[config.mk]
export PLATFORM = sky130hd
export DESIGN_NAME = scsc_top
export DESIGN_NICKNAME = d
export VERILOG_FILES = /design/src/hdl/scsc_pkg.sv /design/src/hdl/scsc_ratio_dec.sv /design/src/hdl/scsc_top.sv
export VERILOG_INCLUDE_DIRS = /design/src /design/src/hdl
export SDC_FILE = /design/constraint.sdc
export NUM_CORES = 1
export LEC_CHECK = 0
export BUFFER_PORTS_ARGS = -buffer_cell sky130_fd_sc_hd__buf_4
export CAP_MARGIN = 20
export CORE_MARGIN = 5
export CORE_UTILIZATION = 30
export DETAILED_ROUTE_END_ITERATION = 10
export SLEW_MARGIN = 15
export SYNTH_ARGS = -nofsm -noshare
export SYNTH_HDL_FRONTEND = slang
export SYNTH_SLANG_ARGS = --single-unit
export TNS_END_PERCENT = 50
[constraint.sdc]
create_clock -name core_clk_i -period 3.8 [get_ports core_clk_i]
set_input_delay 0.38 -clock core_clk_i [delete_from_list [all_inputs] [get_ports core_clk_i]]
set_output_delay 0.38 -clock core_clk_i [all_outputs]
set_load 0.1 [all_outputs]
[src/hdl/scsc_defs.svh]
// constants of the system clock source control block
`ifndef SCSC_DEFS_SVH
`define SCSC_DEFS_SVH
`define SCSC_ADDR_W 11
`define SCSC_OFS_RSVD_A 11'h400
`define SCSC_OFS_RSVD_B 11'h402
`define SCSC_OFS_RSVD_C 11'h404
`define SCSC_OFS_STRAP 11'h406
`define SCSC_OFS_OSC_A 11'h408
`define SCSC_OFS_OSC_B 11'h40A
`define SCSC_OFS_CFG_MAIN 11'h40C
`define SCSC_OFS_CFG_AUX 11'h40E
`define SCSC_OFS_SYN_CTL 11'h410
`define SCSC_OFS_SW_RESET 11'h412
`define SCSC_STRAP_W 9
`define SCSC_EN_BIT 0
`define SCSC_RST_CTL 16'h0000
`define SCSC_CFG_MASK 16'hFF3F
`define SCSC_LFR_HI 15
`define SCSC_LFR_LO 12
`define SCSC_VCB_HI 11
`define SCSC_VCB_LO 8
`define SCSC_VRS_HI 5
`define SCSC_VRS_LO 4
`define SCSC_FBF_HI 3
`define SCSC_FBF_LO 0
`define SCSC_ACK_LAT 2'h1
`endif

[src/hdl/scsc_pkg.sv]
// types of the system clock source control block
package scsc_pkg;
	typedef enum logic [1:0] {SCSC_IDLE, SCSC_WAIT, SCSC_DONE} scsc_bus_e;
	typedef logic [15:0] scsc_word_t;
endpackage

[src/hdl/scsc_ratio_dec.sv]
// decoder of vco ratio code and feedback factor
`timescale 1ns/1ps
`include "scsc_defs.svh"
module scsc_ratio_dec
	import scsc_pkg::*;
(
	input wire logic [1:0] ratio_code_i,
	input wire logic [3:0] feedback_field_i,
	output logic [3:0] vco_ratio_value_o,
	output logic ratio_reserved_o,
	output logic [4:0] feedback_factor_o
);
	always_comb
	begin
		case (ratio_code_i)
			2'h1: vco_ratio_value_o = 4'h2;
			2'h2: vco_ratio_value_o = 4'h4;
			2'h3: vco_ratio_value_o = 4'h8;
			default: vco_ratio_value_o = 4'h0;
		endcase
		ratio_reserved_o = (ratio_code_i == 2'h0);
		feedback_factor_o = {1'b0, feedback_field_i} + 5'h01;
	end
endmodule // scsc_ratio_dec

[src/hdl/scsc_top.sv]
// register slave and outputs of the system clock source control block
`timescale 1ns/1ps
`include "scsc_defs.svh"
module scsc_top
	import scsc_pkg::*;
(
	input wire logic core_clk_i,
	input wire logic reset_i,
	input wire logic [`SCSC_ADDR_W-1:0] avs_address_i,
	input wire logic avs_read_i,
	input wire logic avs_write_i,
	input wire logic [1:0] avs_byteenable_i,
	input wire logic [15:0] avs_writedata_i,
	output logic [15:0] avs_readdata_o,
	output logic avs_waitrequest_o,
	output logic [1:0] avs_response_o,
	input wire logic [`SCSC_STRAP_W-1:0] config_strap_pins_i,
	output logic [`SCSC_STRAP_W-1:0] strap_latched_o,
	output logic oscillator_a_en_o,
	output logic oscillator_b_en_o,
	output logic synth_a_en_o,
	output logic synth_a_pwrdn_o,
	output logic [3:0] loop_filter_range_o,
	output logic [3:0] vco_band_select_o,
	output logic [3:0] vco_ratio_value_o,
	output logic vco_ratio_reserved_o,
	output logic [4:0] feedback_factor_o,
	output logic [15:0] synth_a_aux_o,
	output logic soft_reset_o
);
	// strap pins are asynchronous: two flops before any use
	logic [`SCSC_STRAP_W-1:0] strap_s1_ff, strap_s2_ff, nxt_strap_s1, nxt_strap_s2;
	logic [`SCSC_STRAP_W-1:0] strap_lat_ff, nxt_strap_lat;
	logic strap_taken_ff, nxt_strap_taken;

	always_comb
	begin
		nxt_strap_s1 = config_strap_pins_i;
		nxt_strap_s2 = strap_s1_ff;
	end

	// latch group: later pin changes reach only the status word, never this copy
	always_comb
	begin
		nxt_strap_lat = strap_lat_ff;
		nxt_strap_taken = 1'b1;
		// capture once, first clock after reset release
		if (!strap_taken_ff)
			nxt_strap_lat = strap_s2_ff;
	end

	always_ff @(posedge core_clk_i)
	begin
		strap_s1_ff <= nxt_strap_s1;
		strap_s2_ff <= nxt_strap_s2;
	end

	// synchroniser has no reset so the status word follows the pins during reset too
	always_ff @(posedge core_clk_i)
	begin
		if (reset_i)
		begin
			strap_lat_ff <= '0;
			strap_taken_ff <= 1'b0;
		end
		else
		begin
			strap_lat_ff <= nxt_strap_lat;
			strap_taken_ff <= nxt_strap_taken;
		end
	end

	// register file
	logic osc_a_ff, nxt_osc_a;
	logic osc_b_ff, nxt_osc_b;
	scsc_word_t cfg_main_ff, nxt_cfg_main;
	scsc_word_t cfg_aux_ff, nxt_cfg_aux;
	logic syn_en_ff, nxt_syn_en;
	logic soft_rst_ff, nxt_soft_rst;
	scsc_bus_e bus_ff, nxt_bus;
	scsc_word_t rdata_ff, nxt_rdata;
	logic [1:0] resp_ff, nxt_resp;
	logic wait_ff, nxt_wait;
	scsc_word_t wmask, rd_word;
	logic hit, do_write;

	always_comb
	begin
		wmask = {{8{avs_byteenable_i[1]}}, {8{avs_byteenable_i[0]}}};
		hit = 1'b1;
		rd_word = 16'h0000;
		case (avs_address_i)
			`SCSC_OFS_RSVD_A, `SCSC_OFS_RSVD_B, `SCSC_OFS_RSVD_C: rd_word = 16'h0000;
			`SCSC_OFS_STRAP: rd_word = {7'h00, strap_s2_ff};
			`SCSC_OFS_OSC_A: rd_word = {15'h0000, osc_a_ff};
			`SCSC_OFS_OSC_B: rd_word = {15'h0000, osc_b_ff};
			`SCSC_OFS_CFG_MAIN: rd_word = cfg_main_ff;
			`SCSC_OFS_CFG_AUX: rd_word = cfg_aux_ff;
			`SCSC_OFS_SYN_CTL: rd_word = {15'h0000, syn_en_ff};
			`SCSC_OFS_SW_RESET: rd_word = 16'h0000;
			default: hit = 1'b0;
		endcase
	end

	always_comb
	begin
		nxt_bus = bus_ff;
		nxt_rdata = rdata_ff;
		nxt_resp = resp_ff;
		nxt_wait = 1'b1;
		do_write = 1'b0;
		case (bus_ff)
			SCSC_IDLE:
				if (avs_read_i || avs_write_i)
				begin
					// one cycle to decode, then drop waitrequest for one cycle
					nxt_bus = SCSC_WAIT;
					nxt_rdata = avs_read_i ? rd_word : 16'h0000;
					nxt_resp = hit ? 2'h0 : 2'h3;
					nxt_wait = 1'b0;
					do_write = avs_write_i && hit;
				end
			SCSC_WAIT:
				nxt_bus = SCSC_DONE;
			SCSC_DONE:
				nxt_bus = SCSC_IDLE;
			default:
				nxt_bus = SCSC_IDLE;
		endcase
	end

	// register group commits at the taking edge; the answer follows one cycle later
	always_comb
	begin
		nxt_osc_a = osc_a_ff;
		nxt_osc_b = osc_b_ff;
		nxt_cfg_main = cfg_main_ff;
		nxt_cfg_aux = cfg_aux_ff;
		nxt_syn_en = syn_en_ff;
		nxt_soft_rst = 1'b0;
		if (do_write)
		begin
			case (avs_address_i)
				`SCSC_OFS_OSC_A:
					if (avs_byteenable_i[0])
						nxt_osc_a = avs_writedata_i[`SCSC_EN_BIT];
				`SCSC_OFS_OSC_B:
					if (avs_byteenable_i[0])
						nxt_osc_b = avs_writedata_i[`SCSC_EN_BIT];
				`SCSC_OFS_CFG_MAIN:
					// bits 7-6 stay zero
					nxt_cfg_main = ((cfg_main_ff & ~wmask) | (avs_writedata_i & wmask)) & `SCSC_CFG_MASK;
				`SCSC_OFS_CFG_AUX:
					nxt_cfg_aux = (cfg_aux_ff & ~wmask) | (avs_writedata_i & wmask);
				`SCSC_OFS_SYN_CTL:
					if (avs_byteenable_i[0])
						nxt_syn_en = avs_writedata_i[`SCSC_EN_BIT];
				`SCSC_OFS_SW_RESET:
					nxt_soft_rst = avs_byteenable_i[0] & avs_writedata_i[`SCSC_EN_BIT];
				default:
					nxt_soft_rst = 1'b0; // reserved words swallow writes
			endcase
		end
		// software reset clears synthesizer state but never the oscillators
		if (soft_rst_ff)
		begin
			nxt_cfg_main = `SCSC_RST_CTL;
			nxt_cfg_aux = `SCSC_RST_CTL;
			nxt_syn_en = 1'b0;
			nxt_osc_a = osc_a_ff;
			nxt_osc_b = osc_b_ff;
		end
	end

	always_ff @(posedge core_clk_i)
	begin
		if (reset_i)
		begin
			bus_ff <= SCSC_IDLE;
			rdata_ff <= 16'h0000;
			resp_ff <= 2'h0;
			wait_ff <= 1'b1;
		end
		else
		begin
			bus_ff <= nxt_bus;
			rdata_ff <= nxt_rdata;
			resp_ff <= nxt_resp;
			wait_ff <= nxt_wait;
		end
	end

	// oscillator enables survive software reset; only reset_i or a write of 0 to their word clears them
	always_ff @(posedge core_clk_i)
	begin
		if (reset_i)
		begin
			osc_a_ff <= 1'b0;
			osc_b_ff <= 1'b0;
			cfg_main_ff <= `SCSC_RST_CTL;
			cfg_aux_ff <= `SCSC_RST_CTL;
			syn_en_ff <= 1'b0;
			soft_rst_ff <= 1'b0;
		end
		else
		begin
			osc_a_ff <= nxt_osc_a;
			osc_b_ff <= nxt_osc_b;
			cfg_main_ff <= nxt_cfg_main;
			cfg_aux_ff <= nxt_cfg_aux;
			syn_en_ff <= nxt_syn_en;
			soft_rst_ff <= nxt_soft_rst;
		end
	end

	logic [3:0] dec_ratio;
	logic dec_rsvd;
	logic [4:0] dec_factor;

	scsc_ratio_dec u_dec (
		.ratio_code_i(cfg_main_ff[`SCSC_VRS_HI:`SCSC_VRS_LO]),
		.feedback_field_i(cfg_main_ff[`SCSC_FBF_HI:`SCSC_FBF_LO]),
		.vco_ratio_value_o(dec_ratio),
		.ratio_reserved_o(dec_rsvd),
		.feedback_factor_o(dec_factor)
	);

	// output stage registered so every port leaves a flop
	logic [`SCSC_STRAP_W-1:0] o_strap_ff;
	logic [`SCSC_STRAP_W-1:0] nxt_o_strap;
	logic o_osc_a_ff;
	logic nxt_o_osc_a;
	logic o_osc_b_ff;
	logic nxt_o_osc_b;
	logic o_syn_ff;
	logic nxt_o_syn;
	logic o_pwrdn_ff;
	logic nxt_o_pwrdn;
	logic o_soft_ff;
	logic nxt_o_soft;
	logic o_rsvd_ff;
	logic nxt_o_rsvd;
	logic [3:0] o_lfr_ff;
	logic [3:0] nxt_o_lfr;
	logic [3:0] o_vcb_ff;
	logic [3:0] nxt_o_vcb;
	logic [3:0] o_ratio_ff;
	logic [3:0] nxt_o_ratio;
	logic [4:0] o_fac_ff;
	logic [4:0] nxt_o_fac;
	scsc_word_t o_aux_ff;
	scsc_word_t nxt_o_aux;

	always_comb
	begin
		nxt_o_strap = strap_lat_ff;
		nxt_o_osc_a = osc_a_ff;
		nxt_o_osc_b = osc_b_ff;
		nxt_o_syn = syn_en_ff;
		// power down has its own flop so the pin stays glitch-free
		nxt_o_pwrdn = ~syn_en_ff;
		nxt_o_soft = soft_rst_ff;
		nxt_o_rsvd = dec_rsvd;
		nxt_o_lfr = cfg_main_ff[`SCSC_LFR_HI:`SCSC_LFR_LO];
		nxt_o_vcb = cfg_main_ff[`SCSC_VCB_HI:`SCSC_VCB_LO];
		nxt_o_ratio = dec_ratio;
		nxt_o_fac = dec_factor;
		nxt_o_aux = cfg_aux_ff;
	end

	always_ff @(posedge core_clk_i)
	begin
		if (reset_i)
		begin
			o_strap_ff <= '0;
			o_osc_a_ff <= 1'b0;
			o_osc_b_ff <= 1'b0;
			o_syn_ff <= 1'b0;
			// a disabled synthesizer is powered down, during reset as well
			o_pwrdn_ff <= 1'b1;
			o_soft_ff <= 1'b0;
			o_rsvd_ff <= 1'b0;
			o_lfr_ff <= 4'h0;
			o_vcb_ff <= 4'h0;
			o_ratio_ff <= 4'h0;
			o_fac_ff <= 5'h00;
			o_aux_ff <= 16'h0000;
		end
		else
		begin
			o_strap_ff <= nxt_o_strap;
			o_osc_a_ff <= nxt_o_osc_a;
			o_osc_b_ff <= nxt_o_osc_b;
			o_syn_ff <= nxt_o_syn;
			o_pwrdn_ff <= nxt_o_pwrdn;
			o_soft_ff <= nxt_o_soft;
			o_rsvd_ff <= nxt_o_rsvd;
			o_lfr_ff <= nxt_o_lfr;
			o_vcb_ff <= nxt_o_vcb;
			o_ratio_ff <= nxt_o_ratio;
			o_fac_ff <= nxt_o_fac;
			o_aux_ff <= nxt_o_aux;
		end
	end

	assign avs_readdata_o = rdata_ff;
	assign avs_waitrequest_o = wait_ff;
	assign avs_response_o = resp_ff;
	assign strap_latched_o = o_strap_ff;
	assign oscillator_a_en_o = o_osc_a_ff;
	assign oscillator_b_en_o = o_osc_b_ff;
	assign synth_a_en_o = o_syn_ff;
	assign synth_a_pwrdn_o = o_pwrdn_ff;
	assign loop_filter_range_o = o_lfr_ff;
	assign vco_band_select_o = o_vcb_ff;
	assign vco_ratio_value_o = o_ratio_ff;
	assign vco_ratio_reserved_o = o_rsvd_ff;
	assign feedback_factor_o = o_fac_ff;
	assign synth_a_aux_o = o_aux_ff;
	assign soft_reset_o = o_soft_ff;
endmodule // scsc_top

# After elaboration in Yosys (flattened, before gate mapping)
# Index checks and enable logic that the tools add are counted.
# classes
addsub,1
n_eq_ne,15
mux,11
bitwise,12
reduce_logical,14
# op_table
operator,n
$eq 11x11->1 const B,10
$pmux 16 s6,1
$and 16x16->16,3
$or 16x16->16,2
$mux 16,1
$not 16->16,1
$pmux 4 s3,1
$reduce_or 10->1,1
$reduce_and 4->1,2
$reduce_and 2->1,3
$add 4x1->5 const B,1
$mux 1,5
$not 1->1,5
$eq 2x1->1 const B,2
$eq 2x2->1 const B,2
$logic_not 2->1,2
$mux 2,2
$pmux 2 s2,1
$reduce_or 2->1,2
$reduce_and 3->1,1
$reduce_or 3->1,1
$ne 2x2->1 const B,1
$and 1x1->1,1
$logic_and 1x1->1,1
$logic_or 1x1->1,1
# totals
register_bits,131
wordCells,79

# Depth between registers and ports, before layout
# depth
ltp_word,8
mapped_depth,7
ltp_nobuf,4

# By module
# A second synthesis with hierarchy kept.
# unflattened
cells_unflattened,390
hier_area_um2,4426.7
# by_module_without_submodules
module,n_inst,cells_per_inst,area_per_inst_um2,seq_area_each_um2
scsc_top,1,378,4341.7,2602.5
scsc_ratio_dec,1,12,85.1,0.0

# Worst setup path before layout
# Ideal clock, no wire load.
# synth_timing
path_kind,register -> output
start,reg avs_response_o[0] (netlist name)
end,out avs_response_o[1]
t_arrival_ns,1.373
setup_slack_ns,2.047
path_stages_with_launch,2
n_path_buf,1
path_cell_list,dfxtp_1 -> buf_4
# synth_lines
item,line_no,source
"end, declared",scsc_top.sv:16,"output logic [1:0] avs_response_o,"

==> results.txt <==
Syn_nets = 454
F_max = 535 MHz
Slowest stage delay, CP = 0.64 ns
Count of endpoints failing setup in the final report = 0
TritonCTS clock tree = built
I/O Pins = 109
Unrepaired setup endpoints after global routing = no
Bufs on Longest Clock Path = 2
Post-DP HPWL = 8470 microns
Core area = 14500 sq um
Hold_buf cts = 0
Critical-path cell list = nor3b_1 > and4b_1 > mux2i_1 > nor2_1
Synth area leaders = dfxtp_1, mux2i_1, nor2b_1
Most common library cells after synthesis = dfxtp_1, mux2i_1, nor2b_1, nor2_1, nand2_1
Critical Path RT = 4.09 ns
Asr flop ratio synth = 0
Die area = 17400 sq um
Avg Inst Size Synth = 10.8 sq um
Hold WC Path Type = input pin to flop
GRT Max-Usage Layer = met2
Placer Congestion = 0.839
Port Buf Inserts = 107
CP bufs+invs = 0
DR WL/cell = 16.5 microns
CTS Buf Count = 17
Post-route ant nets = 0
Predominant post-synthesis flop cell = dfxtp_1
Largest area contributor in the synthesized netlist = dfxtp_1
GR Layer Usage met2 = 0.203
Slew margin rel. = 0.342
Slew Limit Fails = 0
Final Hold Fails = 0
NumNets Final = 553
Clk_skew = 0.0135 ns
DRC = 0
Share of Yosys cell area claimed by the top area cell type = 0.580
Clock sink count = 129
N_diodes = 0
Hold Crit Start = config_strap_pins_i[8]
Die Y = 132 microns
Largest net degree at the start of global routing = 57
Initial antenna violation count = 0
DP Cell Count = 675
Non-filler cells, final = 707
Synth Register Bits = 129
First-pass GRT wire length = 18500 microns
Via-to-Cell Ratio = 4.59
Reg-to-Reg Start = bus_ff[1]
P per Cell Area = 537 nW/um^2
Slowest cell on crit path = and4b_1
Sequential cell area fraction in the yosys report = 0.580
Worst-Margin Slew = 0.983 ns
Vias in the first global route = 3347
Worst Hold Depth = 1
Clk root buf = clkbuf_16
CP startpoint kind = flop
CP top delay family = simple AND/OR/NAND/NOR gates
Outcome = completed
Post-CTS sizing = 0
Worst min-delay path endpoint = nxt_strap_s2[8]
CP Class = flop to flop
Synth Warn # = 0
Area Growth Syn to Fin = 32.7%
Crit Path Max Fanout = 8
Critical Path Source = bus_ff[1]
Worst r2r path cells = 4
Starting Density = 0.306
Setup TNS = 0 ns
1st-iter DRT viols = 151
Syn Inst Count = 411
GR Util met3 = 0.0626
WL final = 11600 microns
GR Util All Layers = 0.136
Routed vias = 3248
Fill cells = 1437
Worst-Skew Late Latency = 0.42 ns
Clock H-tree levels = 4
Gr ovfl total = 0
Number of flops mapped to enable cells by yosys = 0
Die Wd = 132 microns
Synthesized area = 4450 sq um
Crit path capture type = flop
Row cnt = 44
P_leak = 2.48 nW
Peak supply drop = 0.000306 V
Met1 Usage GRT = 0.177
Post-synthesis cell type count = 46
Min Tclk post-route = 1.87 ns
Max_cap viols = 0
Count leader, synth = dfxtp_1
CP arrival = 2.16 ns
Post-CTS setup buffer count = 0
CTS clk-pin slew, worst paths = 0.05 ns
TritonRoute pass-1 iters = 4
Tot Pwr = 3.17 mW
Final period utilization = 0.492
R2R Setup Slk = 1.93 ns
Share of cells above drive strength 1 = 0.298
[worst max path at each step]
stage	slack, ns	endpoint	depth (start not counted)
floorplan	2.05	avs_response_o[1]	1
global placement	1.69	flop	5
detailed placement	1.64	avs_readdata_o[6]	5
CTS	1.90	flop	4
global route	1.75	flop	4
finish	1.93	flop	4
[final cells by class]
type / instances / area (sq um) / share of cell area
flip-flops and latches: 129 / 2580 / 0.437
multi-input cells: 249 / 1680 / 0.283
repair buffers: 107 / 803 / 0.136
clock buffers: 24 / 522 / 0.0883
well taps: 184 / 230 / 0.0390
clock inverters: 8 / 75.1 / 0.0127
inverters: 6 / 22.5 / 0.00381
[routing by layer]
layer	part of all wire	wire length, microns
met5	0	0
met4	0.0080	93
met3	0.071	821
met2	0.45	5250
met1	0.47	5480
[worst register-to-register path: cells and delay by family, from the launching register on]
kind	cells	cell delay, ns
simple gates	3	1.16
flops	1	0.33
mux	1	0.27
[per-stage QoR]
step	hold WS, ns	worst slack, ns	util	area [sq um]
2_1_floorplan	0.310	2.05	-	4450
3_3_place_gp	0.311	1.69	0.366	5310
3_5_place_dp	0.313	1.64	0.366	5310
4_1_cts	0.0525	1.90	0.407	5910
5_1_grt	0.0441	1.75	0.407	5910
6_report	0.0636	1.93	0.407	5910
[report_power, final]
part | internal (mW) | switching [mW] | total, mW | leakage, nW
Clock | 1.02 | 0.573 | 1.59 | 0.286
Sequential | 1.38 | 0.0137 | 1.39 | 1.05
Combinational | 0.0630 | 0.130 | 0.193 | 1.14
Total | 2.46 | 0.716 | 3.17 | 2.48
[cells by family (layout without fill, tap and decap cells)]
| logic type | count (synthesis) | count (layout) | share of synthesized area |
|---|---|---|---|
| AO/OA/AOI/OAI | 53 | 53 | 0.0770 |
| XOR/XNOR | 2 | 2 | 0.00393 |
| adder cells (fa/ha/maj) | 1 | 1 | 0.00281 |
| buffers and inverters | 33 | 145 | 0.0438 |
| flip-flops | 129 | 129 | 0.580 |
| multiplexers | 44 | 44 | 0.0997 |
| other | 1 | 1 | 0.000842 |
| AND/OR/NAND/NOR | 148 | 148 | 0.192 |
[cells in the final DEF, fill, tap and decap left out, types with 2 or more instances in the layout]
| cell type | instances |
|---|---|
| clkbuf_8 | 7 |
| nand4_1 | 11 |
| nor3b_1 | 5 |
| mux2i_1 | 41 |
| o21ai_0 | 16 |
| and3_1 | 3 |
| and2_4 | 2 |
| nand2_1 | 25 |
| buf_4 | 107 |
| clkinv_2 | 3 |
| clkbuf_16 | 17 |
| mux2_2 | 3 |
| a32o_1 | 2 |
| nor2_1 | 32 |
| o21ai_1 | 8 |
| o2bb2ai_1 | 6 |
| nor3_1 | 3 |
| nor4bb_1 | 2 |
| clkinvlp_4 | 4 |
| and4_1 | 2 |
| dfxtp_1 | 129 |
| and4b_1 | 2 |
| inv_1 | 5 |
| or2_2 | 2 |
| nand3_1 | 13 |
| a22o_1 | 7 |
| nor2b_1 | 38 |
| a21oi_1 | 10 |
Note: power is estimated with default switching activity, not from simulation.
